--- src/bridge_cfg_pkg.sv ---
// Shared constants, field layouts and types of the bridge identity and command block
`default_nettype none
package bridge_cfg_pkg;

    // ------------------------------------------------------------
    // Register offsets (byte offsets in configuration space)
    // ------------------------------------------------------------
    localparam logic [11:0] OFS_MAKER_IDENTITY = 12'h000; // Lanes 1:0 of dword 0
    localparam logic [11:0] OFS_PART_IDENTITY = 12'h002; // Lanes 3:2 of dword 0
    localparam logic [11:0] OFS_BRIDGE_COMMAND = 12'h004; // Lanes 1:0 of dword 1
    localparam int DWORD_ADDR_W = 10; // Dword index width of a 4 KB space

    // ------------------------------------------------------------
    // Command field positions
    // ------------------------------------------------------------
    localparam int CMD_IO_POS = 0; // I/O window decode enable
    localparam int CMD_MEM_POS = 1; // Memory window decode enable
    localparam int CMD_FWD_POS = 2; // Upstream request forwarding enable
    localparam int CMD_SPECIAL_POS = 3; // Special cycle, fixed zero
    localparam int CMD_WINV_POS = 4; // Write invalidate, fixed zero
    localparam int CMD_PALETTE_POS = 5; // Palette snoop, fixed zero
    localparam int CMD_PARITY_POS = 6; // Parity response, storage only
    localparam int CMD_STEP_POS = 7; // Address stepping, fixed zero

    // ------------------------------------------------------------
    // Reset and identity values
    // ------------------------------------------------------------
    localparam logic RESET_BIT_VALUE = 1'h0; // Every enable comes up off
    localparam logic [15:0] MAKER_IDENTITY_DEFAULT = 16'h5a5a; // Arbitrary value
    localparam logic [15:0] PART_IDENTITY_DEFAULT = 16'ha5a5; // Arbitrary value

    // ------------------------------------------------------------
    // Types
    // ------------------------------------------------------------
    typedef struct packed {
        logic parity_response_bit; // Stored, no effect
        logic request_forward_enable; // Gates upstream memory and I/O
        logic memory_window_enable; // Gates memory window claims
        logic io_window_enable; // Gates I/O window claims
    } command_t;

    typedef struct packed {
        logic write; // One for write, zero for read
        logic [DWORD_ADDR_W-1:0] dword_addr; // Dword index
        logic [3:0] byte_en; // Byte lane enables
        logic [31:0] wdata; // Write data
    } cfg_access_t;

    typedef enum logic [1:0] {
        KIND_MEM = 2'h0,
        KIND_IO = 2'h1,
        KIND_MSG = 2'h2,
        KIND_CPL = 2'h3
    } req_kind_t;

    typedef struct packed {
        req_kind_t kind; // Transaction class
        logic non_posted; // Needs a completion
    } up_req_t;

    typedef enum logic [1:0] {
        ST_IDLE = 2'b01,
        ST_ANSWER = 2'b10
    } cfg_state_t;

endpackage
`default_nettype wire

--- src/bridge_port_identity_command.sv ---
// Identity and command registers of a switch downstream bridge port
//
// Summary of operation
// - Maker identity reads fixed value, ignores writes
// - Part identity reads fixed value, follows maker
// - I/O enable off: no I/O window claims
// - Memory enable off: no memory window claims
// - Forward enable off: refuse upstream memory, I/O
// - Forward enable off: UR completion for non-posted memory, I/O
// - Completions and messages always pass upstream
// - Enables: zero off, one on, reset zero
// - Bits 3, 4, 5, 7 read zero
// - Parity bit stored, reset zero, no effect
`timescale 1ns/1ps
`default_nettype none
module bridge_port_identity_command
#(
    parameter logic [15:0] MAKER_IDENTITY = bridge_cfg_pkg::MAKER_IDENTITY_DEFAULT, // Arbitrary value
    parameter logic [15:0] PART_IDENTITY = bridge_cfg_pkg::PART_IDENTITY_DEFAULT // Arbitrary value
)
(
    input wire logic core_clk, // Port core clock, 100 MHz
    input wire logic rst_n, // Asynchronous reset, active low
    input wire logic cfg_valid, // Configuration access request
    output logic cfg_ready, // Access can be taken
    input wire bridge_cfg_pkg::cfg_access_t cfg_access, // Access fields
    output logic cfg_ack, // Access answered
    output logic [31:0] cfg_rdata, // Read data
    input wire logic pri_valid, // Primary-side request present
    input wire bridge_cfg_pkg::req_kind_t pri_kind, // Primary request class
    input wire logic pri_window_hit, // Address inside a base/limit window
    output logic pri_claim, // Port claims the request
    input wire logic up_valid, // Subordinate request present
    input wire bridge_cfg_pkg::up_req_t up_req, // Subordinate request class
    output logic up_forward, // Pass request upstream
    output logic up_unsupported, // Request refused
    output logic up_ur_completion, // Send unsupported-request completion
    output bridge_cfg_pkg::command_t command // Current enables
);
    import bridge_cfg_pkg::*;

    // ------------------------------------------------------------
    // Address decode
    // ------------------------------------------------------------
    localparam logic [DWORD_ADDR_W-1:0] DW_IDENTITY = OFS_MAKER_IDENTITY[11:2]; // Identity dword
    localparam logic [DWORD_ADDR_W-1:0] DW_COMMAND = OFS_BRIDGE_COMMAND[11:2]; // Command dword

    logic take; // Access taken this edge
    logic hit_identity; // Access names the identity dword
    logic hit_command; // Access names the command dword
    logic cmd_lane0_write; // Write that reaches the command low byte

    // Decode of the current access
    always_comb
    begin
        take = cfg_valid && cfg_ready;
        hit_identity = cfg_access.dword_addr == DW_IDENTITY;
        hit_command = cfg_access.dword_addr == DW_COMMAND;
        cmd_lane0_write = take && cfg_access.write && hit_command && cfg_access.byte_en[0];
    end

    // ------------------------------------------------------------
    // Access sequencer
    // ------------------------------------------------------------
    cfg_state_t state_reg, state_next; // One-hot access state

    // Idle takes an access, answer acknowledges it for one cycle
    always_comb
    begin
        state_next = state_reg;
        unique case (state_reg)
            ST_IDLE:
            begin
                if (cfg_valid)
                begin
                    state_next = ST_ANSWER;
                end
            end
            ST_ANSWER:
            begin
                state_next = ST_IDLE;
            end
            default:
            begin
                state_next = ST_IDLE;
            end
        endcase
    end

    // State register
    always_ff @(posedge core_clk or negedge rst_n)
    begin
        if (!rst_n)
        begin
            state_reg <= ST_IDLE;
        end
        else
        begin
            state_reg <= state_next;
        end
    end

    // Handshake outputs straight from the state
    assign cfg_ready = state_reg == ST_IDLE;
    assign cfg_ack = state_reg == ST_ANSWER;

    // ------------------------------------------------------------
    // Command register
    // ------------------------------------------------------------
    command_t command_reg, command_next; // Writable command bits

    // Only the low byte holds storage; identity and fixed bits are untouched
    always_comb
    begin
        command_next = command_reg;
        if (cmd_lane0_write)
        begin
            command_next.io_window_enable = cfg_access.wdata[CMD_IO_POS];
            command_next.memory_window_enable = cfg_access.wdata[CMD_MEM_POS];
            command_next.request_forward_enable = cfg_access.wdata[CMD_FWD_POS];
            command_next.parity_response_bit = cfg_access.wdata[CMD_PARITY_POS];
        end
    end

    // Command storage, all off after reset
    always_ff @(posedge core_clk or negedge rst_n)
    begin
        if (!rst_n)
        begin
            command_reg.io_window_enable <= RESET_BIT_VALUE;
            command_reg.memory_window_enable <= RESET_BIT_VALUE;
            command_reg.request_forward_enable <= RESET_BIT_VALUE;
            command_reg.parity_response_bit <= RESET_BIT_VALUE;
        end
        else
        begin
            command_reg <= command_next;
        end
    end

    assign command = command_reg;

    // ------------------------------------------------------------
    // Read data
    // ------------------------------------------------------------
    logic [15:0] command_view; // Command word as software sees it
    logic [31:0] cfg_rdata_reg, cfg_rdata_next; // Registered read data

    // Assemble the command word with fixed zero bits
    always_comb
    begin
        command_view = 16'h0000;
        command_view[CMD_IO_POS] = command_reg.io_window_enable;
        command_view[CMD_MEM_POS] = command_reg.memory_window_enable;
        command_view[CMD_FWD_POS] = command_reg.request_forward_enable;
        command_view[CMD_SPECIAL_POS] = 1'h0;
        command_view[CMD_WINV_POS] = 1'h0;
        command_view[CMD_PALETTE_POS] = 1'h0;
        command_view[CMD_PARITY_POS] = command_reg.parity_response_bit;
        command_view[CMD_STEP_POS] = 1'h0;
    end

    // Read value captured when an access is taken, held otherwise
    always_comb
    begin
        cfg_rdata_next = cfg_rdata_reg;
        if (take)
        begin
            if (cfg_access.write)
            begin
                // Writes answer with zero data
                cfg_rdata_next = 32'h0000_0000;
            end
            else if (hit_identity)
            begin
                // Fixed identity codes, writes never reach them
                cfg_rdata_next = {PART_IDENTITY, MAKER_IDENTITY};
            end
            else if (hit_command)
            begin
                // Status half lives elsewhere and reads zero here
                cfg_rdata_next = {16'h0000, command_view};
            end
            else
            begin
                // Unmapped dwords read zero
                cfg_rdata_next = 32'h0000_0000;
            end
        end
    end

    // Read data register
    always_ff @(posedge core_clk or negedge rst_n)
    begin
        if (!rst_n)
        begin
            cfg_rdata_reg <= 32'h0000_0000;
        end
        else
        begin
            cfg_rdata_reg <= cfg_rdata_next;
        end
    end

    assign cfg_rdata = cfg_rdata_reg;

    // ------------------------------------------------------------
    // Primary-side window claim
    // ------------------------------------------------------------
    logic pri_claim_reg, pri_claim_next; // Registered claim

    // Claim only window hits whose space is enabled
    always_comb
    begin
        pri_claim_next = 1'h0;
        if (pri_valid && pri_window_hit)
        begin
            unique case (pri_kind)
                KIND_IO:
                begin
                    pri_claim_next = command_reg.io_window_enable;
                end
                KIND_MEM:
                begin
                    pri_claim_next = command_reg.memory_window_enable;
                end
                KIND_MSG, KIND_CPL:
                begin
                    // Windows decode only memory and I/O
                    pri_claim_next = 1'h0;
                end
            endcase
        end
    end

    // Claim register
    always_ff @(posedge core_clk or negedge rst_n)
    begin
        if (!rst_n)
        begin
            pri_claim_reg <= 1'h0;
        end
        else
        begin
            pri_claim_reg <= pri_claim_next;
        end
    end

    assign pri_claim = pri_claim_reg;

    // ------------------------------------------------------------
    // Upstream gate
    // ------------------------------------------------------------
    // Subordinate traffic is judged against the forward enable
    upstream_gate u_upstream_gate
    (
        .core_clk(core_clk),
        .rst_n(rst_n),
        .fwd_en(command_reg.request_forward_enable),
        .up_valid(up_valid),
        .up_req(up_req),
        .up_forward(up_forward),
        .up_unsupported(up_unsupported),
        .up_ur_completion(up_ur_completion)
    );
endmodule // bridge_port_identity_command
`default_nettype wire

--- src/upstream_gate.sv ---
// Upstream request gate: forwards or refuses subordinate traffic
`timescale 1ns/1ps
`default_nettype none
module upstream_gate
(
    input wire logic core_clk, // Port core clock
    input wire logic rst_n, // Asynchronous reset, active low
    input wire logic fwd_en, // Request forwarding enable
    input wire logic up_valid, // Subordinate request present
    input wire bridge_cfg_pkg::up_req_t up_req, // Request class
    output logic up_forward, // Pass request upstream
    output logic up_unsupported, // Request refused
    output logic up_ur_completion // Send unsupported-request completion
);
    import bridge_cfg_pkg::*;

    // ------------------------------------------------------------
    // Decision logic
    // ------------------------------------------------------------
    logic blocked; // Memory or I/O with forwarding off
    logic up_forward_reg, up_forward_next; // Forward strobe
    logic up_unsupported_reg, up_unsupported_next; // Refusal strobe
    logic up_ur_completion_reg, up_ur_completion_next; // UR completion strobe

    // Next values of the three strobes
    always_comb
    begin
        blocked = up_valid && !fwd_en && (up_req.kind == KIND_MEM || up_req.kind == KIND_IO);
        up_forward_next = up_valid && !blocked;
        up_unsupported_next = blocked;
        up_ur_completion_next = blocked && up_req.non_posted;
    end

    // Strobe registers
    always_ff @(posedge core_clk or negedge rst_n)
    begin
        if (!rst_n)
        begin
            up_forward_reg <= 1'h0;
            up_unsupported_reg <= 1'h0;
            up_ur_completion_reg <= 1'h0;
        end
        else
        begin
            up_forward_reg <= up_forward_next;
            up_unsupported_reg <= up_unsupported_next;
            up_ur_completion_reg <= up_ur_completion_next;
        end
    end

    assign up_forward = up_forward_reg;
    assign up_unsupported = up_unsupported_reg;
    assign up_ur_completion = up_ur_completion_reg;
endmodule // upstream_gate
`default_nettype wire

--- config.mk ---
export PLATFORM = sky130hd
export DESIGN_NAME = bridge_port_identity_command
export DESIGN_NICKNAME = d
export VERILOG_FILES = /design/src/bridge_cfg_pkg.sv /design/src/bridge_port_identity_command.sv /design/src/upstream_gate.sv
export SDC_FILE = /design/constraint.sdc
export NUM_CORES = 1
export LEC_CHECK = 0
export BUFFER_PORTS_ARGS = -buffer_cell sky130_fd_sc_hd__buf_2
export CAP_MARGIN = 10
export CORE_MARGIN = 10
export CORE_UTILIZATION = 30
export CTS_CLUSTER_DIAMETER = 150
export DETAILED_ROUTE_END_ITERATION = 8
export PLACE_DENSITY = 0.74
export SLEW_MARGIN = 10
export SYNTH_ARGS = -nofsm -noshare
export SYNTH_HDL_FRONTEND = slang
export SYNTH_SLANG_ARGS = --single-unit
--- constraint.sdc ---
create_clock -name core_clk -period 1.8 [get_ports core_clk]
set_clock_uncertainty 0.15 [all_clocks]
set_input_delay 0.09 -clock core_clk [delete_from_list [all_inputs] [get_ports core_clk]]
set_output_delay 0.09 -clock core_clk [all_outputs]
set_load 0.005 [all_outputs]
==> out/results.ini <==
[sta]
fin_crit_sh=0.930
setup_viol=0
tns_ns=0
rsz0062_at_grt=false
fmax_ghz=0.597
min_period_ns=1.67
hold_viol_final=0
drv_slew=0

[synth]
seq_area_frac_synth=0.436
syn_inst=81
yosys.area.top_type=dfrtp_1
syn_area_per_cell_um2=10.7
synth_area_leaders=dfrtp_1 41%, buf_4 24%, o31ai_2 7.2%
ys_warn_count=0
synth_top_area_frac=0.405
ys_ff_latch=15
ys_types=20
syn-cell-area_um2=865

[route]
drtIter0Drc=9
ant_nets=0
dr_total_vias=663
wire_per_inst_um=13.1
drcViolationCount=0
met2_length_um=1090
top_layer=met3
vias_per_cell=4.02
wl_met1_um=704
wirelength_um=2170
first_pass_iters=2
wl_met3_um=371

[final_layout]
largest_reg_flops=5
ff_latch_area_um2=377
fillCellCount=274
multi_input_area_um2=308
fin_util=0.416
syn_to_final_growth_pct=32.7
fin_nets=193
drive_above_1_share=0.522
antenna_cells=0

[worst_setup_path]
required_ns=1.82
r2r-start=state_reg[0]$_DFFE_PN1P_
start_kind=flip-flop
crit_buf_inv=0
crit_path_max_incr_delay_ns=0.53
crit_start=state_reg[0]$_DFFE_PN1P_
r2r_setup_slack_ns=0.13
crit_family=flip-flops
worstPathMaxFanout=4
crit_path_end=command[0]$_DFFE_PN0P_
arrival_ns=1.69
critical_path_class=flip-flop to flip-flop
r2r_cells=4
path_cells=nor2b_1, nand2_1, nor3_4, mux2_2
cp.depth=4
cpMaxStageDelayCell=dfstp_2
r2r_end=command[0]$_DFFE_PN0P_
worstSetupEndpointType=flip-flop

[status]
status=complete, no violations

[floorplanning]
start_util=0.314
die_w_um=73.7
dieArea_mm2=0.00543
die_h_um=73.7
core_area_mm2=0.00276
fp-row-count=19
io-pin-count=100

[clock_tree]
clk_pin_slew_ns=0.09
ctsHtreeMaxLevel=1
tritoncts=done
clockRootBuffer=clkbuf_4
cts_buffers=3
cts_num_sinks=15
cts_max_path_buffers=2
clk_latency_ns=0.27
cts_setup_buffers=0

[placed_design]
hpwl_um=1880
gp_congestion=0.686
portBuffers=53

[global_routing]
grtUsageTotal=0.0751
antenna_found_initial=0
grt_pass1_wl_um=3260
grt_overflow=0
grt_pass1_vias=723
grt_max_degree=16

[worst_hold_path]
min_path_type=input port to flip-flop

[power]
peakVddDrop_mv=0.346
leakagePower_nw=0.668
power.density_mw_per_mm2=554

[run]
cap_violations=0

-- cells by family (layout without fill, tap and decap cells) --
kind of cell           count (synthesis)  after routing  share of synthesized area
and+or+nand+nor                       24             24                      0.159
DFF                                   15             15                      0.436
muxes                                  5              5                     0.0637
other                                  1             14                    0.00434
buffers and inverters                 31             71                      0.265
AOI/OAI and AO/OA                      5              5                     0.0724
-- layer usage --
layer | vias to the layer above | GRT usage
met5 | - | 0
met1 | 294 | 0.0719
li1 | 327 | -
met2 | 42 | 0.138
met4 | 0 | 0.0186
met3 | 0 | 0.0377
-- placed cells by master (no fill, tap or decap) --
cell type	netlist	routed
and2_1	1	1
clkbuf_4	0	3
dlygate4sd3_1	0	12
buf_4	28	1
nor2_1	1	1
nor4_2	1	1
mux2i_1	1	1
nand2_1	9	9
conb_1	1	14
mux2_2	4	4
nor2b_1	5	5
dfstp_2	1	1
nor3_1	2	2
nor3_4	1	1
clkinv_2	0	1
dfrtp_1	14	14
nand3_1	2	2
or2_1	1	1
nor3b_1	1	1
o31ai_2	5	5
inv_1	1	1
buf_2	0	53
-- report_power, final --
| group | switching [W] | total, W | internal, W | leakage (nW) |
|---|---|---|---|---|
| logic | 0.0000487 | 0.0000997 | 0.0000510 | 0.448 |
| registers | 0.00000299 | 0.000350 | 0.000347 | 0.202 |
| clock network | 0.000104 | 0.000186 | 0.0000823 | 0.0177 |
| total | 0.000156 | 0.000636 | 0.000480 | 0.668 |
-- cells in the mapped netlist --
| cell | instances |
|---|---|
| nor3_1 | 2 |
| mux2_2 | 4 |
| or2_1 | 1 |
| buf_4 | 28 |
| nor3b_1 | 1 |
| clkbuf_1 | 1 |
| nand2_1 | 9 |
| and2_1 | 1 |
| nor2b_1 | 5 |
| dfstp_2 | 1 |
| dfrtp_1 | 14 |
| o31ai_2 | 5 |
| nand3_1 | 2 |
| inv_1 | 1 |
| buf_6 | 1 |
| conb_1 | 1 |
| nor4_2 | 1 |
| nor2_1 | 1 |
| mux2i_1 | 1 |
| nor3_4 | 1 |
-- through the flow --
| step | cell area, um2 | power [W] | std cells | setup slack (ns) | hold slack [ns] |
|---|---|---|---|---|---|
| global placement | 1000 | 0.000435 | 149 | 0.0586 | -0.155 |
| global route | 1150 | 0.000681 | 165 | 0.0190 | 0.0485 |
| CTS | 1150 | 0.000650 | 165 | 0.0118 | 0.0444 |
| finish | 1150 | 0.000636 | 165 | 0.125 | 0.0430 |
| floorplan | 913 | 0.000410 | 94 | 0.0648 | -0.356 |
| detailed placement | 1000 | 0.000438 | 149 | 0.0309 | -0.140 |
-- tightest hold or removal path: stages --
cell	delay, ns
buf_2	0.07
nand2_1	0.09
buf_4	0.20
-- layout make-up --
type / count / share of cell area
multi-input combinational: 48 / 0.268
clock inverter: 1 / 0.00436
clock buffer: 3 / 0.0196
sequential: 15 / 0.328
timing repair buffer: 66 / 0.342
tap: 31 / 0.0338
inverter: 1 / 0.00327
-- how the worst min path moves through the flow --
stage,startpoint,to,cells after the start
finish,cfg_valid,state_reg[0]$_DFFE_PN1P_,3
global route,cfg_valid,state_reg[0]$_DFFE_PN1P_,3
CTS,cfg_valid,state_reg[0]$_DFFE_PN1P_,3
detailed placement,rst_n,state_reg[1]$_DFFE_PN0P_,1
global placement,rst_n,cfg_rdata[6]$_DFFE_PN0N_,1
floorplan,rst_n,cfg_rdata[0]$_DFFE_PN0N_,0
-- repair_timing --
action	4_1_cts	5_1_grt
hold endpoints to repair	26	0
resized for setup	0	0
hold buffers	12	0
setup endpoints to repair	0	4
Power figures use the tool's default switching activity.
